File: config.mk
export PLATFORM = sky130hd
export DESIGN_NAME = scrb_serial_bank
export DESIGN_NICKNAME = d
export VERILOG_FILES = /design/src/design/scrb_pkg.sv /design/src/design/scrb_serial_bank.sv /design/src/design/scrb_line_sync.sv
export SDC_FILE = /design/constraint.sdc
export NUM_CORES = 1
export LEC_CHECK = 0
export ABC_AREA = 1
export BUFFER_PORTS_ARGS = -buffer_cell sky130_fd_sc_hd__buf_2
export CORE_ASPECT_RATIO = 1.2
export CORE_UTILIZATION = 25
export DETAILED_ROUTE_END_ITERATION = 8
export PLACE_DENSITY = 0.49
export SYNTH_ARGS = -nofsm -noshare
export SYNTH_HDL_FRONTEND = slang
export SYNTH_SLANG_ARGS = --single-unit
File: constraint.sdc
create_clock -name mclk -period 2.9 [get_ports mclk]
set_input_delay 0.29 -clock mclk [delete_from_list [all_inputs] [get_ports mclk]]
set_output_delay 0.29 -clock mclk [all_outputs]
set_load 0.005 [all_outputs]
File: src/design/scrb_pkg.sv
// Constants, register map and carrier types for the serial control register bank.
// Assumes a 10 MHz system clock that oversamples the two-wire bus many times per bit.
// Behaviour
// - Answer slave address 1110110, write EC, read ED.
// - One bit per clock; data stable while clock high.
// - Both lines idle high between transfers.
// - Data falling with clock high starts frame.
// - Data rising with clock high ends transaction.
// - No limit on bytes per transaction.
// - Each byte followed by acknowledge slot.
// - Acknowledge address and every received data byte.
// - Acknowledger holds data low through high phase.
// - Released line after master's missing acknowledge.
// - Charge status pulls low while its bit set.
// - LED codes linear, (n+1) times 0.1 mA.
// - Power enable bit 7 resets, others enable blocks.
// - Registers take listed defaults at every reset.
package scrb_pkg;

  localparam logic [6:0] SLAVE_ADDR = 7'h76;
  localparam int         REG_COUNT  = 9;
  localparam logic [7:0] REG_LAST   = 8'h08;

  localparam logic [7:0] OFS_POWER_ENABLE    = 8'h00;
  localparam logic [7:0] OFS_BACKLIGHT_EN    = 8'h01;
  localparam logic [7:0] OFS_DIMMING_CTRL    = 8'h02;
  localparam logic [7:0] OFS_REG12_VOLTAGE   = 8'h03;
  localparam logic [7:0] OFS_REG3_BOOST_VOLT = 8'h04;
  localparam logic [7:0] OFS_MAIN_LED        = 8'h05;
  localparam logic [7:0] OFS_SUB_LED5        = 8'h06;
  localparam logic [7:0] OFS_SUB_LED6        = 8'h07;
  localparam logic [7:0] OFS_SUB_LED7        = 8'h08;

  localparam logic [7:0] RST_POWER_ENABLE    = 8'h00;
  localparam logic [7:0] RST_BACKLIGHT_EN    = 8'h00;
  localparam logic [7:0] RST_DIMMING_CTRL    = 8'h26;
  localparam logic [7:0] RST_REG12_VOLTAGE   = 8'h6c;
  localparam logic [7:0] RST_REG3_BOOST_VOLT = 8'hba;
  localparam logic [7:0] RST_LED_LEVEL       = 8'h01;

  localparam int BIT_SOFT_RESET     = 7;
  localparam int BIT_STEP_UP_EN     = 6;
  localparam int BIT_REG1_EN        = 5;
  localparam int BIT_REG2_EN        = 4;
  localparam int BIT_REG3_EN        = 3;
  localparam int BIT_MAIN_LED_EN    = 2;
  localparam int BIT_KEYPAD_ALC_EN  = 1;
  localparam int BIT_AMBIENT_EN     = 0;
  localparam int BIT_CHARGE_STATUS  = 6;
  localparam int BIT_CONTENT_ADAPT  = 7;
  localparam int BIT_KEYPAD_SWITCH  = 5;

  localparam logic [3:0] BIT_COUNT_LAST = 4'h7;

  // LED current step, in microamps
  localparam int LED_STEP_UA = 100;

  typedef enum logic [2:0] {
    SCRB_IDLE    = 3'b000,
    SCRB_ADDR    = 3'b001,
    SCRB_ADDR_AK = 3'b011,
    SCRB_WDATA   = 3'b010,
    SCRB_WDAT_AK = 3'b110,
    SCRB_RDATA   = 3'b111,
    SCRB_RDAT_AK = 3'b101,
    SCRB_IGNORE  = 3'b100
  } scrb_state_t;

  typedef struct packed {
    logic       step_up;
    logic [2:0] regulators;
    logic       main_led;
    logic       keypad_alc;
    logic       ambient;
  } scrb_enables_t;

  typedef struct packed {
    logic start;
    logic stop;
    logic rise;
    logic fall;
    logic sda;
  } scrb_bus_events_t;

endpackage

File: src/design/scrb_serial_bank.sv
// Two-wire serial slave holding the first nine control registers.
// Assumes an external master, pull-ups on both lines, mclk at 10 MHz.
`timescale 1ns/1ps
`default_nettype none
module scrb_serial_bank (
  input  wire logic                  mclk,
  input  wire logic                  rst_n,
  input  wire logic                  scl_in,
  input  wire logic                  sda_in,
  output logic                       sda_out,
  output logic                       sda_oe,
  output logic                       charge_status_out,
  output logic                       charge_status_oe,
  output scrb_pkg::scrb_enables_t    enables,
  output logic                       content_adaptive_enable,
  output logic                       keypad_serial_switch,
  output logic [7:0]                 backlight_led_enable,
  output logic [7:0]                 regulator_one_two_voltage,
  output logic [7:0]                 regulator_three_boost_voltage,
  output logic [7:0]                 main_led_level,
  output logic [7:0]                 sub_led_level_5,
  output logic [7:0]                 sub_led_level_6,
  output logic [7:0]                 sub_led_level_7
);

  scrb_pkg::scrb_bus_events_t ev;

  scrb_line_sync u_sync (
    .mclk   (mclk),
    .rst_n  (rst_n),
    .scl_in (scl_in),
    .sda_in (sda_in),
    .events (ev)
  );

  function automatic logic [7:0] reset_value(input int idx);
    case (idx)
      0:       reset_value = scrb_pkg::RST_POWER_ENABLE;
      1:       reset_value = scrb_pkg::RST_BACKLIGHT_EN;
      2:       reset_value = scrb_pkg::RST_DIMMING_CTRL;
      3:       reset_value = scrb_pkg::RST_REG12_VOLTAGE;
      4:       reset_value = scrb_pkg::RST_REG3_BOOST_VOLT;
      default: reset_value = scrb_pkg::RST_LED_LEVEL;
    endcase
  endfunction

  function automatic logic reg_hit(input logic [7:0] ptr);
    reg_hit = (ptr <= scrb_pkg::REG_LAST);
  endfunction

  scrb_pkg::scrb_state_t state;
  scrb_pkg::scrb_state_t next_state;
  logic [3:0] bit_cnt;
  logic [3:0] next_bit_cnt;
  logic [7:0] shift;
  logic [7:0] next_shift;
  logic [7:0] reg_ptr;
  logic [7:0] next_reg_ptr;
  logic       ptr_loaded;
  logic       next_ptr_loaded;
  logic       drive_low;
  logic       next_drive_low;
  logic       master_nak;
  logic       next_master_nak;
  logic       wr_en;
  logic [7:0] wr_data;
  logic [7:0] regs      [scrb_pkg::REG_COUNT];
  logic [7:0] next_regs [scrb_pkg::REG_COUNT];
  logic [7:0] rd_word;

  always_comb begin
    rd_word = 8'h00;
    if (reg_hit(reg_ptr)) begin
      rd_word = regs[reg_ptr[3:0]];
    end
  end

  // Byte engine: shifts in on clock rises, shifts out and changes drive on clock falls
  always_comb begin
    next_state      = state;
    next_bit_cnt    = bit_cnt;
    next_shift      = shift;
    next_reg_ptr    = reg_ptr;
    next_ptr_loaded = ptr_loaded;
    next_drive_low  = drive_low;
    next_master_nak = master_nak;
    wr_en           = 1'b0;
    wr_data         = shift;
    if (ev.stop) begin
      next_state     = scrb_pkg::SCRB_IDLE;
      next_drive_low = 1'b0;
    end else if (ev.start) begin
      // Repeated start also lands here
      next_state      = scrb_pkg::SCRB_ADDR;
      next_bit_cnt    = 4'h0;
      next_drive_low  = 1'b0;
      next_ptr_loaded = 1'b0;
    end else begin
      case (state)
        scrb_pkg::SCRB_ADDR, scrb_pkg::SCRB_WDATA: begin
          if (ev.rise) begin
            next_shift   = {shift[6:0], ev.sda};
            next_bit_cnt = bit_cnt + 4'h1;
          end else if (ev.fall && bit_cnt == scrb_pkg::BIT_COUNT_LAST + 4'h1) begin
            next_bit_cnt = 4'h0;
            if (state == scrb_pkg::SCRB_ADDR) begin
              if (shift[7:1] == scrb_pkg::SLAVE_ADDR) begin
                next_drive_low = 1'b1;
                next_state     = scrb_pkg::SCRB_ADDR_AK;
              end else begin
                next_state = scrb_pkg::SCRB_IGNORE;
              end
            end else begin
              next_drive_low = 1'b1;
              next_state     = scrb_pkg::SCRB_WDAT_AK;
              if (!ptr_loaded) begin
                next_reg_ptr    = shift;
                next_ptr_loaded = 1'b1;
              end else begin
                wr_en        = reg_hit(reg_ptr);
                next_reg_ptr = reg_ptr + 8'h01;
              end
            end
          end
        end
        scrb_pkg::SCRB_ADDR_AK: begin
          // Held low across the whole high phase of the ninth pulse
          if (ev.fall) begin
            if (shift[0]) begin
              next_state     = scrb_pkg::SCRB_RDATA;
              next_shift     = rd_word;
              next_drive_low = ~rd_word[7];
              next_reg_ptr   = reg_ptr + 8'h01;
            end else begin
              next_drive_low = 1'b0;
              next_state     = scrb_pkg::SCRB_WDATA;
            end
          end
        end
        scrb_pkg::SCRB_WDAT_AK: begin
          if (ev.fall) begin
            next_drive_low = 1'b0;
            next_state     = scrb_pkg::SCRB_WDATA;
          end
        end
        scrb_pkg::SCRB_RDATA: begin
          if (ev.fall) begin
            next_bit_cnt = bit_cnt + 4'h1;
            if (bit_cnt == scrb_pkg::BIT_COUNT_LAST) begin
              next_bit_cnt   = 4'h0;
              next_drive_low = 1'b0;
              next_state     = scrb_pkg::SCRB_RDAT_AK;
            end else begin
              next_shift     = {shift[6:0], 1'b0};
              next_drive_low = ~shift[6];
            end
          end
        end
        scrb_pkg::SCRB_RDAT_AK: begin
          if (ev.rise) begin
            next_master_nak = ev.sda;
          end else if (ev.fall) begin
            if (master_nak) begin
              next_state = scrb_pkg::SCRB_IGNORE;
            end else begin
              next_state     = scrb_pkg::SCRB_RDATA;
              next_shift     = rd_word;
              next_drive_low = ~rd_word[7];
              next_reg_ptr   = reg_ptr + 8'h01;
            end
          end
        end
        scrb_pkg::SCRB_IDLE, scrb_pkg::SCRB_IGNORE: begin
          next_drive_low = 1'b0;
        end
        default: begin
          next_state     = scrb_pkg::SCRB_IDLE;
          next_drive_low = 1'b0;
        end
      endcase
    end
  end

  always_ff @(posedge mclk or negedge rst_n) begin
    if (!rst_n) begin
      state      <= scrb_pkg::SCRB_IDLE;
      bit_cnt    <= 4'h0;
      shift      <= 8'h00;
      reg_ptr    <= 8'h00;
      ptr_loaded <= 1'b0;
      drive_low  <= 1'b0;
      master_nak <= 1'b0;
    end else begin
      state      <= next_state;
      bit_cnt    <= next_bit_cnt;
      shift      <= next_shift;
      reg_ptr    <= next_reg_ptr;
      ptr_loaded <= next_ptr_loaded;
      drive_low  <= next_drive_low;
      master_nak <= next_master_nak;
    end
  end

  // Soft reset bit restores defaults one cycle after written, then clears itself
  logic       soft_reset;
  logic [7:0] power_word;
  logic [7:0] dimming_word;
  assign power_word   = regs[scrb_pkg::OFS_POWER_ENABLE[3:0]];
  assign dimming_word = regs[scrb_pkg::OFS_DIMMING_CTRL[3:0]];
  assign soft_reset   = power_word[scrb_pkg::BIT_SOFT_RESET];

  genvar gi;
  generate
    for (gi = 0; gi < scrb_pkg::REG_COUNT; gi++) begin : g_reg
      always_comb begin
        next_regs[gi] = regs[gi];
        if (soft_reset) begin
          next_regs[gi] = reset_value(gi);
        end else if (wr_en && reg_ptr[3:0] == 4'(gi)) begin
          next_regs[gi] = wr_data;
        end
      end

      always_ff @(posedge mclk or negedge rst_n) begin
        if (!rst_n) begin
          regs[gi] <= reset_value(gi);
        end else begin
          regs[gi] <= next_regs[gi];
        end
      end
    end
  endgenerate

  // Open drain: only ever pull low
  assign sda_out = 1'b0;
  assign sda_oe  = drive_low;

  assign charge_status_out = 1'b0;
  assign charge_status_oe  = dimming_word[scrb_pkg::BIT_CHARGE_STATUS];

  always_comb begin
    enables.step_up    = power_word[scrb_pkg::BIT_STEP_UP_EN];
    enables.regulators = {power_word[scrb_pkg::BIT_REG1_EN], power_word[scrb_pkg::BIT_REG2_EN],
                          power_word[scrb_pkg::BIT_REG3_EN]};
    enables.main_led   = power_word[scrb_pkg::BIT_MAIN_LED_EN];
    enables.keypad_alc = power_word[scrb_pkg::BIT_KEYPAD_ALC_EN];
    enables.ambient    = power_word[scrb_pkg::BIT_AMBIENT_EN];
  end

  assign content_adaptive_enable = dimming_word[scrb_pkg::BIT_CONTENT_ADAPT];
  assign keypad_serial_switch    = dimming_word[scrb_pkg::BIT_KEYPAD_SWITCH];
  assign backlight_led_enable    = regs[scrb_pkg::OFS_BACKLIGHT_EN[3:0]];
  assign regulator_one_two_voltage     = regs[scrb_pkg::OFS_REG12_VOLTAGE[3:0]];
  assign regulator_three_boost_voltage = regs[scrb_pkg::OFS_REG3_BOOST_VOLT[3:0]];
  // Raw linear codes; analog side gives (n+1) steps of 0.1 mA
  assign main_led_level  = regs[scrb_pkg::OFS_MAIN_LED[3:0]];
  assign sub_led_level_5 = regs[scrb_pkg::OFS_SUB_LED5[3:0]];
  assign sub_led_level_6 = regs[scrb_pkg::OFS_SUB_LED6[3:0]];
  assign sub_led_level_7 = regs[scrb_pkg::OFS_SUB_LED7[3:0]];

endmodule
`default_nettype wire

File: src/design/scrb_line_sync.sv
// Synchronises the bus clock and data pins and reports edges, start and stop.
// Assumes both pins are idle high and far slower than mclk.
`timescale 1ns/1ps
`default_nettype none
module scrb_line_sync (
  input  wire logic                       mclk,
  input  wire logic                       rst_n,
  input  wire logic                       scl_in,
  input  wire logic                       sda_in,
  output scrb_pkg::scrb_bus_events_t      events
);

  logic [1:0] scl_meta;
  logic [1:0] sda_meta;
  logic       scl_old;
  logic       sda_old;
  logic [1:0] next_scl_meta;
  logic [1:0] next_sda_meta;

  always_comb begin
    next_scl_meta = {scl_meta[0], scl_in};
    next_sda_meta = {sda_meta[0], sda_in};
  end

  // Idle value high so release from reset shows no false edge
  always_ff @(posedge mclk or negedge rst_n) begin
    if (!rst_n) begin
      scl_meta <= 2'h3;
      sda_meta <= 2'h3;
      scl_old  <= 1'b1;
      sda_old  <= 1'b1;
    end else begin
      scl_meta <= next_scl_meta;
      sda_meta <= next_sda_meta;
      scl_old  <= scl_meta[1];
      sda_old  <= sda_meta[1];
    end
  end

  always_comb begin
    events.rise  = scl_meta[1] & ~scl_old;
    events.fall  = ~scl_meta[1] & scl_old;
    events.start = scl_meta[1] & scl_old & sda_old & ~sda_meta[1];
    events.stop  = scl_meta[1] & scl_old & ~sda_old & sda_meta[1];
    events.sda   = sda_meta[1];
  end

endmodule
`default_nettype wire

==> results.json <==
{
  "outcome": "finished with violations",
  "violations": "negative hold slack",
  "cts_buffers": 9,
  "period_share_pct": 73.3,
  "synth_area_leader_cell": "dfrtp_1",
  "avgViaCountPerCell": 4.66,
  "syn-cell-area_um2": 6060,
  "cpMostUsedCell": "nand2_1",
  "cp_num_buf_inv": 2,
  "grt_max_degree": 55,
  "grt_overflow_total": 0,
  "route.detailed.drc": 0,
  "core_um2": 23900,
  "crit_family": "simple AND/OR/NAND/NOR gates",
  "initial_core_util_pct": 25.3,
  "ir_drop_uv": 341,
  "clk_latency_ns": 0.36,
  "setup_ws_ns": 0.774,
  "synth-seq-area-share_pct": 43.4,
  "reg2reg_to": "reg_ptr[4]$_DFFE_PN0P_",
  "worst_path_max_delay_cell": "dfrtp_1",
  "worstSetupPathType": "reg2reg",
  "hold_viol": 10,
  "synth_warnings": 0,
  "slew-limit-headroom_pct": 36.0,
  "worstSetupEndpointType": "flop",
  "io_pins": 73,
  "start_kind": "flop",
  "diodes": 0,
  "synthDistinctLibCells": 33,
  "wl_um": 20300,
  "hpwlAfterDp_um": 14700,
  "cp_max_fo": 12,
  "worstPathArrival_ns": 2.37,
  "num_rows": 62,
  "io_buffers": 70,
  "die_w_um": 144,
  "rrSetupSlack_ns": 0.77,
  "cts_hold_buffers": 0,
  "drtPass1Iterations": 5,
  "maxSlewViolCount": 0,
  "postSynthCellCount": 853,
  "cp.required_ns": 3.14,
  "max-clock-path-buffers": 2,
  "grt_pass1_vias": 5625,
  "finalClockSkew_ns": 0.0121,
  "cts_max_level": 3,
  "synth_seq_cells": 104,
  "cts_tree": "yes",
  "clk_pin_slew_ns": 0.07,
  "area_delta_synth_final_pct": 15.4,
  "grt_use_total_pct": 16.9,
  "die_h_um": 172,
  "regToRegStartpoint": "state[1]$_DFFE_PN0P_",
  "synth_top_cells_by_area": "dfrtp_1 34%, nand2_1 22%, nand3_1 13%, dfstp_2 9.5%, inv_1 3.5%",
  "dieArea_um2": 24900,
  "cap_violations": 0,
  "cts_resized": 0,
  "ant_nets": 0,
  "syn_area_per_cell_um2": 7.10,
  "nets": 920,
  "worst_slew_pin_slew_ns": 0.956,
  "min_path_type": "in2async",
  "layout-drive-gt1-share_pct": 16.6,
  "setup_tns_ns": 0,
  "drtIter0Drc": 272,
  "layout_commonest_cell": "nand2_1",
  "max_stage_delay_ns": 0.55,
  "synth.top_cell.area_share_pct": 33.9,
  "setup_violations": 0,
  "cp_cell_sequence": "inv_1, nand3_2, nand2_2, nand2_1, inv_1, nor3_4, nand2_2, nand2_1, nand2_1",
  "p_leak_nw": 3.86,
  "gp_congestion": 0.872,
  "final_cell_mix": "356 x nand2_1, 153 x nand3_1, 82 x dfrtp_1",
  "r2r_cells": 9,
  "rsz0062_at_grt": "false",
  "hold_slack_ns": -0.0265,
  "fmax_mhz": 470,
  "antenna_found_initial": 0,
  "pre_cts_slack_ns": 0.794,
  "clkSinkCount": 104,
  "min_period_ns": 2.13,
  "power_density_nw_per_um2": 732,
  "wl_per_cell_um": 16.5,
  "vias": 5761,
  "grt_pass1_wl_um": 31500,
  "cts_setup_buffers": 0,
  "cts-root-buf": "clkbuf_16"
}
==> logic make-up (layout without fill, tap and decap cells) <==
group / count (synthesis) / after routing / share of synthesized area, %
AND/OR/NAND/NOR: 612 / 612 / 45.0
buffers and inverters: 96 / 157 / 7.07
XOR/XNOR: 4 / 4 / 0.579
AO/OA/AOI/OAI: 30 / 30 / 2.67
adder cells (fa/ha/maj): 6 / 6 / 1.24
flip-flops: 104 / 104 / 43.4
other: 1 / 2 / 0.0619
==> layer usage <==
metal,vias up,track usage [%],routed length [um]
li1,2854,-,-
met1,2716,21.3,9030
met2,158,28.4,9870
met3,33,2.63,795
met4,0,7.54,660
met5,-,0,0
==> state kept, by name, summed over array words and instances, names as in the netlist, 2 cells and up <==
register and flops:
u_sync.scl_meta 2, sub_led_level_6 8, regulator_one_two_voltage 8, backlight_led_enable 8, state 3, power_word 8
sub_led_level_7 8, bit_cnt 4, shift 8, regulator_three_boost_voltage 8, main_led_level 8, dimming_word 8
u_sync.sda_meta 2, reg_ptr 8, sub_led_level_5 8
==> cell type report <==
cell class                      instances  area [um^2]
Clock buffer                           10          229
Clock inverter                          6         51.3
Fill cell                            2678        16900
Inverter                               60          225
Multi-Input combinational cell        654         3000
Sequential cell                       104         2630
Tap cell                              320          400
Timing Repair Buffer                   81          448
==> how the worst max path moves through the flow <==
stage                                start                             endpoint  slack, ns  cells past startpoint
detailed placement  reg_ptr[3]$_DFFE_PN0P_            power_word[3]$_DFFE_PN0P_       0.79                      6
finish                state[1]$_DFFE_PN0P_               reg_ptr[4]$_DFFE_PN0P_       0.77                      9
floorplan           reg_ptr[0]$_DFFE_PN0P_  backlight_led_enable[0]$_DFFE_PN0P_       0.63                     13
global placement      state[1]$_DFFE_PN0P_               reg_ptr[0]$_DFFE_PN0P_       0.78                      9
global route        reg_ptr[0]$_DFFE_PN0P_  backlight_led_enable[7]$_DFFE_PN0P_       0.57                     11
CTS                   state[1]$_DFFE_PN0P_               reg_ptr[4]$_DFFE_PN0P_       0.77                      9
==> cells in the mapped netlist <==
cell,number
nand4_1,18
ha_1,6
nor3_4,2
dfstp_2,22
nand2_2,12
nor3_1,3
nor2_4,1
buf_4,11
nor2_2,1
conb_1,1
dfrtp_1,82
nand2_1,356
inv_2,4
a211oi_1,1
o21ai_2,1
o211ai_1,1
nand3_2,1
xnor2_1,2
buf_2,3
nand4_2,6
nand2_4,3
nand3_1,153
nor3_2,1
a21oi_1,8
xor2_1,2
nor2_1,53
inv_1,56
clkbuf_1,14
a31oi_1,2
buf_6,3
nor2_8,2
o21ai_0,17
buf_1,5
==> per-stage QoR <==
step / instance area [um^2] / instances / hold slack (ns) / power (mW) / util, %
floorplan: 6060 / 854 / -0.00559 / 3.25 / -
global placement: 6710 / 1219 / 0.346 / 3.94 / 28.1
detailed placement: 6710 / 1219 / 0.347 / 3.95 / 28.1
CTS: 6990 / 1235 / 0.0190 / 5.16 / 29.2
global route: 6990 / 1235 / 0.0168 / 5.48 / 29.2
finish: 6990 / 1235 / -0.0265 / 5.11 / 29.2
==> where the power goes <==
| part | switching, mW | leakage, nW | internal, mW | total [mW] |
|---|---|---|---|---|
| Sequential | 0.199 | 1.35 | 1.60 | 1.80 |
| Clock | 0.599 | 0.134 | 0.597 | 1.20 |
| Combinational | 1.58 | 2.38 | 0.537 | 2.12 |
(Power assumes the default switching activity.)
